$ cat src/rtl/ccb_pkg.sv
// constants and carrier types for the processor to cipher-port bridge
//
// Behaviour
// - access is address latch then data cycles
// - bit1 low latch, high data, bit0 high
// - respond only low strobe, no high strobe
// - chip select decoded from address bits 2-23
// - latch write passes low strobe to port
// - latch ack after S2, drop after strobe
// - write ack at end of S4, one wait
// - read ack same condition, no wait
// - data strobe follows qualified low strobe
// - cipher clock is processor clock halved
// - cipher clock forced low at acknowledge, data cycles only
// - cipher clock low two cycles at end, data cycles only
// - registered outputs update on falling edge
// - totem and open-drain acks share timing
package ccb_pkg;
  // processor clock rate and the divide ratio of the cipher clock
  localparam int CCB_CPU_CLK_KHZ = 8000;
  localparam int CCB_CIPHER_CLK_KHZ = 4000;
  localparam int CCB_CLK_DIV = CCB_CPU_CLK_KHZ / CCB_CIPHER_CLK_KHZ;
  // cycles the cipher clock stays low at the end of a data cycle
  localparam int CCB_END_LOW_CYCLES = 2;
  // reset values of the registered outputs (strobes and acks are active low)
  localparam logic CCB_RST_CIPHER_CLK = 1'b0;
  localparam logic CCB_RST_ACK_N = 1'b1;
  localparam logic CCB_RST_STROBE_N = 1'b1;

  // processor-side bus inputs; chip select and the strobes are active low
  typedef struct packed {
    logic chip_sel_n;
    logic bus_addr_strobe_n;
    logic low_byte_strobe_n;
    logic high_byte_strobe_n;
    logic read_not_write;
    logic cycle_type_bit;
  } ccb_bus_t;

  // cipher master port outputs
  typedef struct packed {
    logic port_addr_strobe_n;
    logic port_data_strobe_n;
    logic port_chip_select_n;
    logic cipher_clk;
  } ccb_port_t;
endpackage

$ cat src/rtl/ccb_bridge.sv
// bridge from the asynchronous processor bus to the cipher master port
`timescale 1ns/1ps
`default_nettype none
module ccb_bridge
  import ccb_pkg::*;
(
  // clock and reset
  input wire logic clk_sys,
  input wire logic rstn,
  // processor bus, synchronous to clk_sys
  input wire ccb_bus_t bus_in,
  // cipher master port
  output ccb_port_t port_out,
  // acknowledges
  output logic transfer_ack_n,
  output logic ack_open_drain_o,
  output logic ack_open_drain_oe
);

  ////////////////////////////////////////////////////////////////////////////////
  // decode of the bus qualifiers

  logic sel; // chip select and address strobe both active
  logic low_only; // low lane only, as byte moves to odd addresses give
  logic latch_cyc; // address latch write
  logic data_cyc; // data transfer with low strobe present
  logic data_end; // strobes gone, the tail of a data cycle
  logic ack_nxt;
  logic clk_nxt;
  logic ack_r; // active-high acknowledge state
  logic clk_r;
  logic data_cyc_r; // last sampled cycle was a data transfer
  logic tail_r; // second low cycle of the cipher clock after a data cycle
  logic [2:0] low_run_r; // check helper: length of the current cipher clock low phase

  always_comb
  begin
    // chip select arrives decoded from address bits 2-23 outside
    sel = !bus_in.chip_sel_n && !bus_in.bus_addr_strobe_n;
    low_only = !bus_in.low_byte_strobe_n && bus_in.high_byte_strobe_n;
    latch_cyc = sel && low_only && !bus_in.read_not_write && !bus_in.cycle_type_bit;
    data_cyc = sel && low_only && bus_in.cycle_type_bit;
    data_end = bus_in.bus_addr_strobe_n && bus_in.low_byte_strobe_n && bus_in.high_byte_strobe_n;
  end

  ////////////////////////////////////////////////////////////////////////////////
  // acknowledge: data cycles ack once the low strobe is seen, so writes
  // (strobe late) get one wait state and reads (strobe early) none

  always_comb
  begin
    // latch cycles ack on address strobe alone, the edge after S2
    ack_nxt = data_cyc || (sel && !bus_in.read_not_write && !bus_in.cycle_type_bit);
  end

  // all registered state would take the falling edge of the processor clock;
  // here the system clock stands for that inverted copy
  always_ff @(posedge clk_sys)
  begin
    if (!rstn)
    begin
      ack_r <= 1'b0;
      data_cyc_r <= 1'b0;
    end
    else
    begin
      ack_r <= ack_nxt;
      data_cyc_r <= data_cyc;
    end
  end

  ////////////////////////////////////////////////////////////////////////////////
  // cipher clock: toggles to halve the rate, forced low on the first acknowledged edge
  // in data cycles and for the end of the cycle, which keeps it low two cycles

  always_comb
  begin
    // new low at ack, and the previous ack-low plus strobe release holds it
    if (!clk_r && !(ack_r && data_end))
      clk_nxt = 1'b1;
    else
      clk_nxt = 1'b0;
    if (data_cyc && !ack_r)
      clk_nxt = 1'b0;
    if (ack_r && data_end)
      clk_nxt = 1'b0;
    if (tail_r)
      clk_nxt = 1'b0;
  end

  // second low cycle at the end of a data transfer; without it the clock would
  // rise one cycle after the strobes and crowd the strobe-to-clock margin
  always_ff @(posedge clk_sys)
  begin
    if (!rstn)
      tail_r <= 1'b0;
    else
      tail_r <= ack_r && data_end && data_cyc_r;
  end

  always_ff @(posedge clk_sys)
  begin
    if (!rstn)
      clk_r <= CCB_RST_CIPHER_CLK;
    else
      clk_r <= clk_nxt;
  end

  ////////////////////////////////////////////////////////////////////////////////
  // registered port outputs

  always_ff @(posedge clk_sys)
  begin
    if (!rstn)
    begin
      port_out.port_addr_strobe_n <= CCB_RST_STROBE_N;
      port_out.port_data_strobe_n <= CCB_RST_STROBE_N;
      port_out.port_chip_select_n <= 1'b0;
      port_out.cipher_clk <= CCB_RST_CIPHER_CLK;
      transfer_ack_n <= CCB_RST_ACK_N;
      ack_open_drain_o <= 1'b0;
      ack_open_drain_oe <= 1'b0;
    end
    else
    begin
      port_out.port_addr_strobe_n <= !latch_cyc;
      port_out.port_data_strobe_n <= !data_cyc;
      port_out.port_chip_select_n <= 1'b0;
      port_out.cipher_clk <= clk_nxt;
      transfer_ack_n <= !ack_nxt;
      ack_open_drain_o <= 1'b0;
      ack_open_drain_oe <= ack_nxt && sel;
    end
  end

  ////////////////////////////////////////////////////////////////////////////////
  // check helpers and the longer-running checks

  // length of the current low phase of the cipher clock; saturates rather than
  // wraps so a stuck-low clock keeps reporting instead of looking healthy again
  always_ff @(posedge clk_sys)
  begin
    if (!rstn)
      low_run_r <= 3'h0;
    else if (clk_nxt)
      low_run_r <= 3'h0;
    else if (low_run_r != 3'h7)
      low_run_r <= low_run_r + 3'h1;
  end
endmodule
`default_nettype wire

$ cat config.mk
export PLATFORM = sky130hd
export DESIGN_NAME = ccb_bridge
export DESIGN_NICKNAME = d
export VERILOG_FILES = /design/src/rtl/ccb_pkg.sv /design/src/rtl/ccb_bridge.sv
export SDC_FILE = /design/constraint.sdc
export NUM_CORES = 1
export LEC_CHECK = 0
export BUFFER_PORTS_ARGS = -buffer_cell sky130_fd_sc_hd__buf_4
export CORE_AREA = 2 2 39 41
export DETAILED_ROUTE_END_ITERATION = 8
export DIE_AREA = 0 0 41 43
export GPL_ROUTABILITY_DRIVEN = 0
export HOLD_SLACK_MARGIN = 0.12
export SYNTH_ARGS = -nofsm -noshare
export SYNTH_HDL_FRONTEND = slang
export SYNTH_SLANG_ARGS = --single-unit
$ cat constraint.sdc
create_clock -name clk_sys -period 1.03 [get_ports clk_sys]
set_input_delay 0.1545 -clock clk_sys [delete_from_list [all_inputs] [get_ports clk_sys]]
set_output_delay 0.1545 -clock clk_sys [all_outputs]
set_load 0.02 [all_outputs]
# Word-level counts from Yosys, hierarchy flattened
# Index checks and enable logic that the tools add are counted.
# word_totals
regBits	9
out_inout_bits	7
word_cells	40
inputBits	8
# op_classes
mux	4
reduce_logical	27
# ops
op	count
$logic_and 1x1->1	15
$logic_not 1->1	11
$mux 1	4
$logic_or 1x1->1	1

# Depth between registers and ports, before layout
# Gate-level depths: netlist of the first run.
# depth
depth_word	9
ltp_mapped	2
mapped_depth_nobuf	2

# Worst setup path after synthesis of the first run
# OpenSTA, ideal clock, no wires.
# synth_timing
path_kind	reg2reg
startpoint	register ack_r
endpoint	register clk_r
setup_time_ns	0.103
n_path_buf	0
synth_period_minus_slack_ns	0.842
required_ns	0.927
arrival_time_ns	0.739
path_stages_with_launch	3
setup_slack_ns	0.188
cell_sequence	dfxtp_1 > and4_4 > a2111oi_2
# synth_via
elab_chain_len	7
word_cells_on_any_way	9
cone_classes	mux: 4; reduce/logical: 5
# synth_lines
element	line_no	source
start, declared	ccb_bridge.sv:30	logic ack_r;
start signal, assigned	ccb_bridge.sv:67	ack_r <= ack_nxt;
$logic_and 1x1->1	ccb_bridge.sv:79, ccb_bridge.sv:85	
$logic_not 1->1	ccb_bridge.sv:79	if (!clk_r && !(ack_r && data_end))
$logic_and 1x1->1	ccb_bridge.sv:79	
$mux 1	ccb_bridge.sv:79	
$mux 1	ccb_bridge.sv:83	if (data_cyc && !ack_r)
$mux 1 (*)	ccb_bridge.sv:85	if (ack_r && data_end)
$mux 1 (*)	ccb_bridge.sv:87	if (tail_r)
end signal, assigned	ccb_bridge.sv:106	clk_r <= clk_nxt;
end, declared	ccb_bridge.sv:31	logic clk_r;
# Mark *: on every way between the ends. The rest lies on a longest branch, timed or not.
# A chain may end at the register's enable or synchronous reset.

==> run_results.csv, run 1 <==
group,metric,value,unit
clock_tree,clk_path_buf_depth,2,
clock_tree,numCtsBuffers,3,
timing,hold_viol_final,0,
grt,grt_pass1_wl,903,um
floorplan,ios,15,
grt,grt_max_degree,7,
finish,fin_nets,49,
setup_path,worstPathCellList,"buf_4",
setup_path,cpPeakStageDelay,350,ps
timing,fin_skew,0.181,ps
grt,antenna_found_initial,0,
route,drcViolationCount,0,
setup_path,required,880,ps
clock_tree,cts_tree,"yes",
pwr,power.leakage,0.176,nW
route,ant_nets,0,
floorplan,initial_utilization,21.5,%
yosys,ys_seq_elements,8,
timing,period_share,87.4,%
timing,slew_violations,0,
setup_path,cp_slowest_cell,"dfxtp_1",
route,vias,220,
timing,worst_slack,129,ps
yosys,synthDistinctLibCells,16,
floorplan,dieHeight,43,um
route,wl_per_cell,9.45,um
finish,layout-drive-gt1-share,48.7,%
grt,grt_overflow_total,0,
yosys,synth_seq_area_share,53.8,%
yosys,yosysTopAreaCell,"dfxtp_1",
finish,antenna_cells,0,
finish,final_cell_mix,"buf_4 (12), dfxtp_1 (8), clkbuf_4 (3)",
route,vias_per_cell,4.00,
setup_path,cp_max_fo,2,
timing,rsz0062_at_grt,"no",
yosys,synth_area_leaders,"dfxtp_1 (54%), buf_4 (7.6%), a2111oi_2 (5.0%)",
run_status,status,"completed",
setup_path,endpoint_kind,"primary output",
clock_tree,cts_sinks,8,
grt,first_global_vias,224,
timing,max_freq,1110,MHz
placed_design,place_ws,152,ps
setup_path,cp_data_arrival_time,750,ps
run,maxCapViolCount,0,
clock_tree,path_clk_slew,60,ps
pwr,vdd_drop_max,0.360,mV
route,drt_pass1_iterations,1,
clock_tree,clock-root-buffer,"clkbuf_4",
timing,setup_tns,0,ps
finish,final_common_cell,"buf_4",
yosys,syn_area,298,um2
floorplan,die-area,1760,um2
yosys,synthCells,26,
clock_tree,post_cts_buffers,0,
clock_tree,htree_num_levels,1,
timing,setup_viol,0,
yosys,yosysWarnings,0,
clock_tree,cts_resized,0,
floorplan,core,1380,um2
setup_path,crit_buf_inv,1,
route,drt-total-wl,520,um
route,drt-initial-drc-count,0,
grt,grt.total_usage,8.15,%
min_path,hold_path_class,"input port to register",
placed_design,dp_cells,52,
clock_tree,clk_latency,250,ps
finish,syn_to_final_growth,38.2,%
floorplan,fp-row-count,14,
yosys,avgSynthCellArea,11.5,um2
placed_design,dp_hpwl,419,um
yosys,synth_top_area_share,53.8,%
setup_path,critPathTopFamily,"flip-flops",
pwr,power_density,1510,nW/um2
finish,fin_cells,55,
floorplan,die_x,41,um
placed_design,numPortBuffers,12,
clock_tree,holdBufCountCts,0,
setup_path,critical_path_class,"register to primary output",
setup_path,worstSetupStartpointType,"register",
timing,layout_min_cycle_time,901,ps
[final timing paths]
| kind | slack [ps] | from | end | depth (start not counted) |
|---|---|---|---|---|
| setup / recovery | 130 | clk_r | port_out[0] | 1 |
| hold / removal | 130 | bus_in[3] | port_out[3] | 2 |
| setup reg to reg | 150 | ack_r | clk_r | 2 |
| hold reg to reg | 450 | clk_r | clk_r | 1 |
[sequential cells by signal, summed over array words and instances, names as in the netlist]
name and flops:
ack_open_drain_oe 1, transfer_ack_n 1, tail_r 1, data_cyc_r 1
port_out 2, ack_r 1, clk_r 1
[synthesized netlist by cell type, drive strengths merged]
library cell,instances
o21a,2
and3,1
and2,1
nor2,1
and4,1
a2111oi,1
nor3b,1
conb,1
nand2b,1
nand2,1
buf,3
nand4b,1
dfxtp,8
o21ai,1
and3b,1
nor3,1
[report_power, final]
group	internal (mW)	switching, mW	leakage (nW)	total (mW)
Sequential	0.317	0.00347	0.0651	0.320
Clock	0.133	0.0998	0.0138	0.233
Combinational	0.0348	0.0344	0.0974	0.0692
Total	0.484	0.138	0.176	0.622
[cells by family (layout without fill, tap and decap cells)]
family,after synthesis,in the layout,synth area share [%]
DFF,8,8,53.8
buffers and inverters,3,15,7.56
and+or+nand+nor,10,10,25.6
AOI/OAI and AO/OA,4,4,11.8
other,1,2,1.26
[stage by stage]
step	utilization (%)	cell area, um2	hold WS, ps	power [mW]
2_1_floorplan	-	302	242	0.369
3_5_place_dp	28.1	389	378	0.396
6_report	29.7	412	126	0.622
3_3_place_gp	28.1	389	373	0.396
5_1_grt	29.7	412	130	0.655
4_1_cts	29.7	412	128	0.627
[worst register-to-register path, cell delays in order (launching register included)]
cell       delay [ps]
dfxtp_1           310
and4_4            170
a2111oi_2         310
[layer usage]
| layer | vias to the layer above | GRT usage [%] | wire [um] |
|---|---|---|---|
| li1 | 112 | - | - |
| met1 | 103 | 8.09 | 175 |
| met2 | 5 | 11.9 | 308 |
| met3 | 0 | 4.71 | 36 |
| met4 | 0 | 6.00 | 0 |
| met5 | - | 0 | 0 |
[area by class of cell]
class                      instances  area, um2
fill                             159        972
sequential                         8        160
multi-input combinational         16        119
timing repair buffer              12       90.1
clock buffer                       3       22.5
tap                               16       20.0
Note: power is estimated with default switching activity, not from simulation.
==> run 2: changes to the inputs <==
Settings changed: BUFFER_PORTS_ARGS -buffer_cell sky130_fd_sc_hd__buf_4 to -buffer_cell sky130_fd_sc_hd__buf_2.
Clock period 1.03 ns to 0.8 ns, I/O delays scaled along.
==> run_results.csv, run 2 (same netlist as run 1, synthesis figures left out) <==
group,metric,value,unit
placed_design,dp_hpwl,421,um
floorplan,fp-row-count,14,
clock_tree,htree_num_levels,1,
setup_path,required,950,ps
setup_path,critical_path_class,"register to register",
placed_design,dp_cells,53,
pwr,power_density,1720,nW/um2
clock_tree,clock-root-buffer,"clkbuf_4",
floorplan,initial_utilization,21.5,%
route,drt-total-wl,640,um
floorplan,die_x,41,um
grt,grt_overflow_total,0,
route,ant_nets,0,
finish,final_cell_mix,"buf_2 (7), dfxtp_2 (6), buf_6 (5)",
timing,layout_min_cycle_time,824,ps
pwr,vdd_drop_max,0.622,mV
timing,worst_slack,-23.9,ps
pwr,power.leakage,0.208,nW
timing,setup_viol,3,
timing,hold_viol_final,0,
finish,antenna_cells,0,
setup_path,critPathTopFamily,"compound AO/OA/AOI/OAI gates",
min_path,hold_path_class,"input port to register",
setup_path,cp.depth,2,
route,met2WireLength,365,um
route,topRoutingLayerUsed,"met4",
grt,grt.total_usage,10.1,%
finish,layout-drive-gt1-share,67.4,%
route,drcViolationCount,0,
setup_path,endpoint_kind,"register",
run,maxCapViolCount,0,
setup_path,cp_max_fo,1,
route,vias_per_cell,4.12,
timing,fin_skew,0.964,ps
setup_path,cp_slowest_cell,"a2111oi_4",
clock_tree,numCtsBuffers,3,
route,vias,243,
route,met3_wirelength,31,um
setup_path,crit_buf_inv,0,
floorplan,core,1380,um2
floorplan,dieHeight,43,um
setup_path,worstPathCellList,"nand2b_4 -> a2111oi_4",
run_status,violations,"negative setup slack",
placed_design,place_area,374,um2
setup_path,worstSetupStartpointType,"register",
pwr,power,0.832,mW
finish,largest_reg_flops,2,
floorplan,die-area,1760,um2
clock_tree,path_clk_slew,50,ps
setup_path,reg2regPathDepth,2,
finish,fin_util,34.9,%
finish,top_register,"port_out",
floorplan,ios,15,
grt,first_global_vias,264,
setup_path,cpPeakStageDelay,300,ps
finish,finalInstanceArea,483,um2
timing,slew_violations,0,
placed_design,numPortBuffers,12,
route,drt_pass1_iterations,1,
finish,fin_cells,59,
clock_tree,clk_latency,250,ps
grt,grt_max_degree,7,
clock_tree,cts_tree,"yes",
route,drt-met1-wl,230,um
route,drt-initial-drc-count,0,
finish,syn_to_final_growth,62.2,%
timing,period_share,103,%
timing,fin_hold_ws,143,ps
timing,rsz0062_at_grt,"yes",
route,wl_per_cell,10.8,um
min_path,min_path_cells,3,
finish,final_common_cell,"buf_2",
run_status,status,"finished, violations left",
clock_tree,clk_path_buf_depth,2,
timing,max_freq,1210,MHz
setup_path,cp_data_arrival_time,970,ps
grt,antenna_found_initial,0,
finish,fin_nets,53,
grt,grt_pass1_wl,1120,um
clock_tree,cts_sinks,8,
-- run 2: cell types whose count changed in the layout (fill, tap and decap cells not counted), sizes merged --
cell / delta
buf: +2
dlygate4sd3: +1
dlymetal6s4s: +1
-- run 2: layer usage --
| layer | track usage [%] | up-vias |
|---|---|---|
| li1 | - | 122 |
| met1 | 9.68 | 114 |
| met2 | 15.3 | 5 |
| met3 | 3.14 | 2 |
| met4 | 10.0 | 0 |
| met5 | 0 | - |
-- run 2: metrics by stage --
step / setup WS, ps / TNS, ps
after floorplan: 5.51 / 0
after detailed placement: -20.6 / -20.6
final: -23.9 / -39.2
after global placement: -12.3 / -12.3
after global routing: -84.5 / -258
after CTS: -24.5 / -93.2
-- run 2: worst reg2reg max path, stage by stage, from the launching register on --
cell and delay [ps]:
dfxtp_1 290, nand2b_4 130, a2111oi_4 300
-- run 2: where the power goes --
group          internal (mW)  switching (mW)
clock                  0.171           0.130
combinational         0.0608          0.0559
sequential             0.409         0.00497
-- run 2: repair_timing --
item | 4_1_cts | 5_1_grt
buffers inserted | 1 | 0
gates resized for setup | 16 | 3
hold buffers | 2 | 0
endpoints found under the setup margin | 6 | 8
endpoints found under the hold margin | 1 | 0
pin swaps | 0 | 0
-- run 2: layout make-up --
| type | instances | area [um2] |
|---|---|---|
| fill | 148 | 901 |
| timing repair buffer | 16 | 129 |
| clock buffer | 3 | 22.5 |
| multi-input combinational | 16 | 144 |
| sequential | 8 | 168 |
| tap | 16 | 20.0 |
-- run 2: worst paths after layout --
kind	startpoint	endpoint	slack, ps
setup reg to reg	tail_r	clk_r	-20
hold reg to reg	data_cyc_r	tail_r	460
setup / recovery	tail_r	clk_r	-20
hold / removal	bus_in[1]	port_out[3]	140
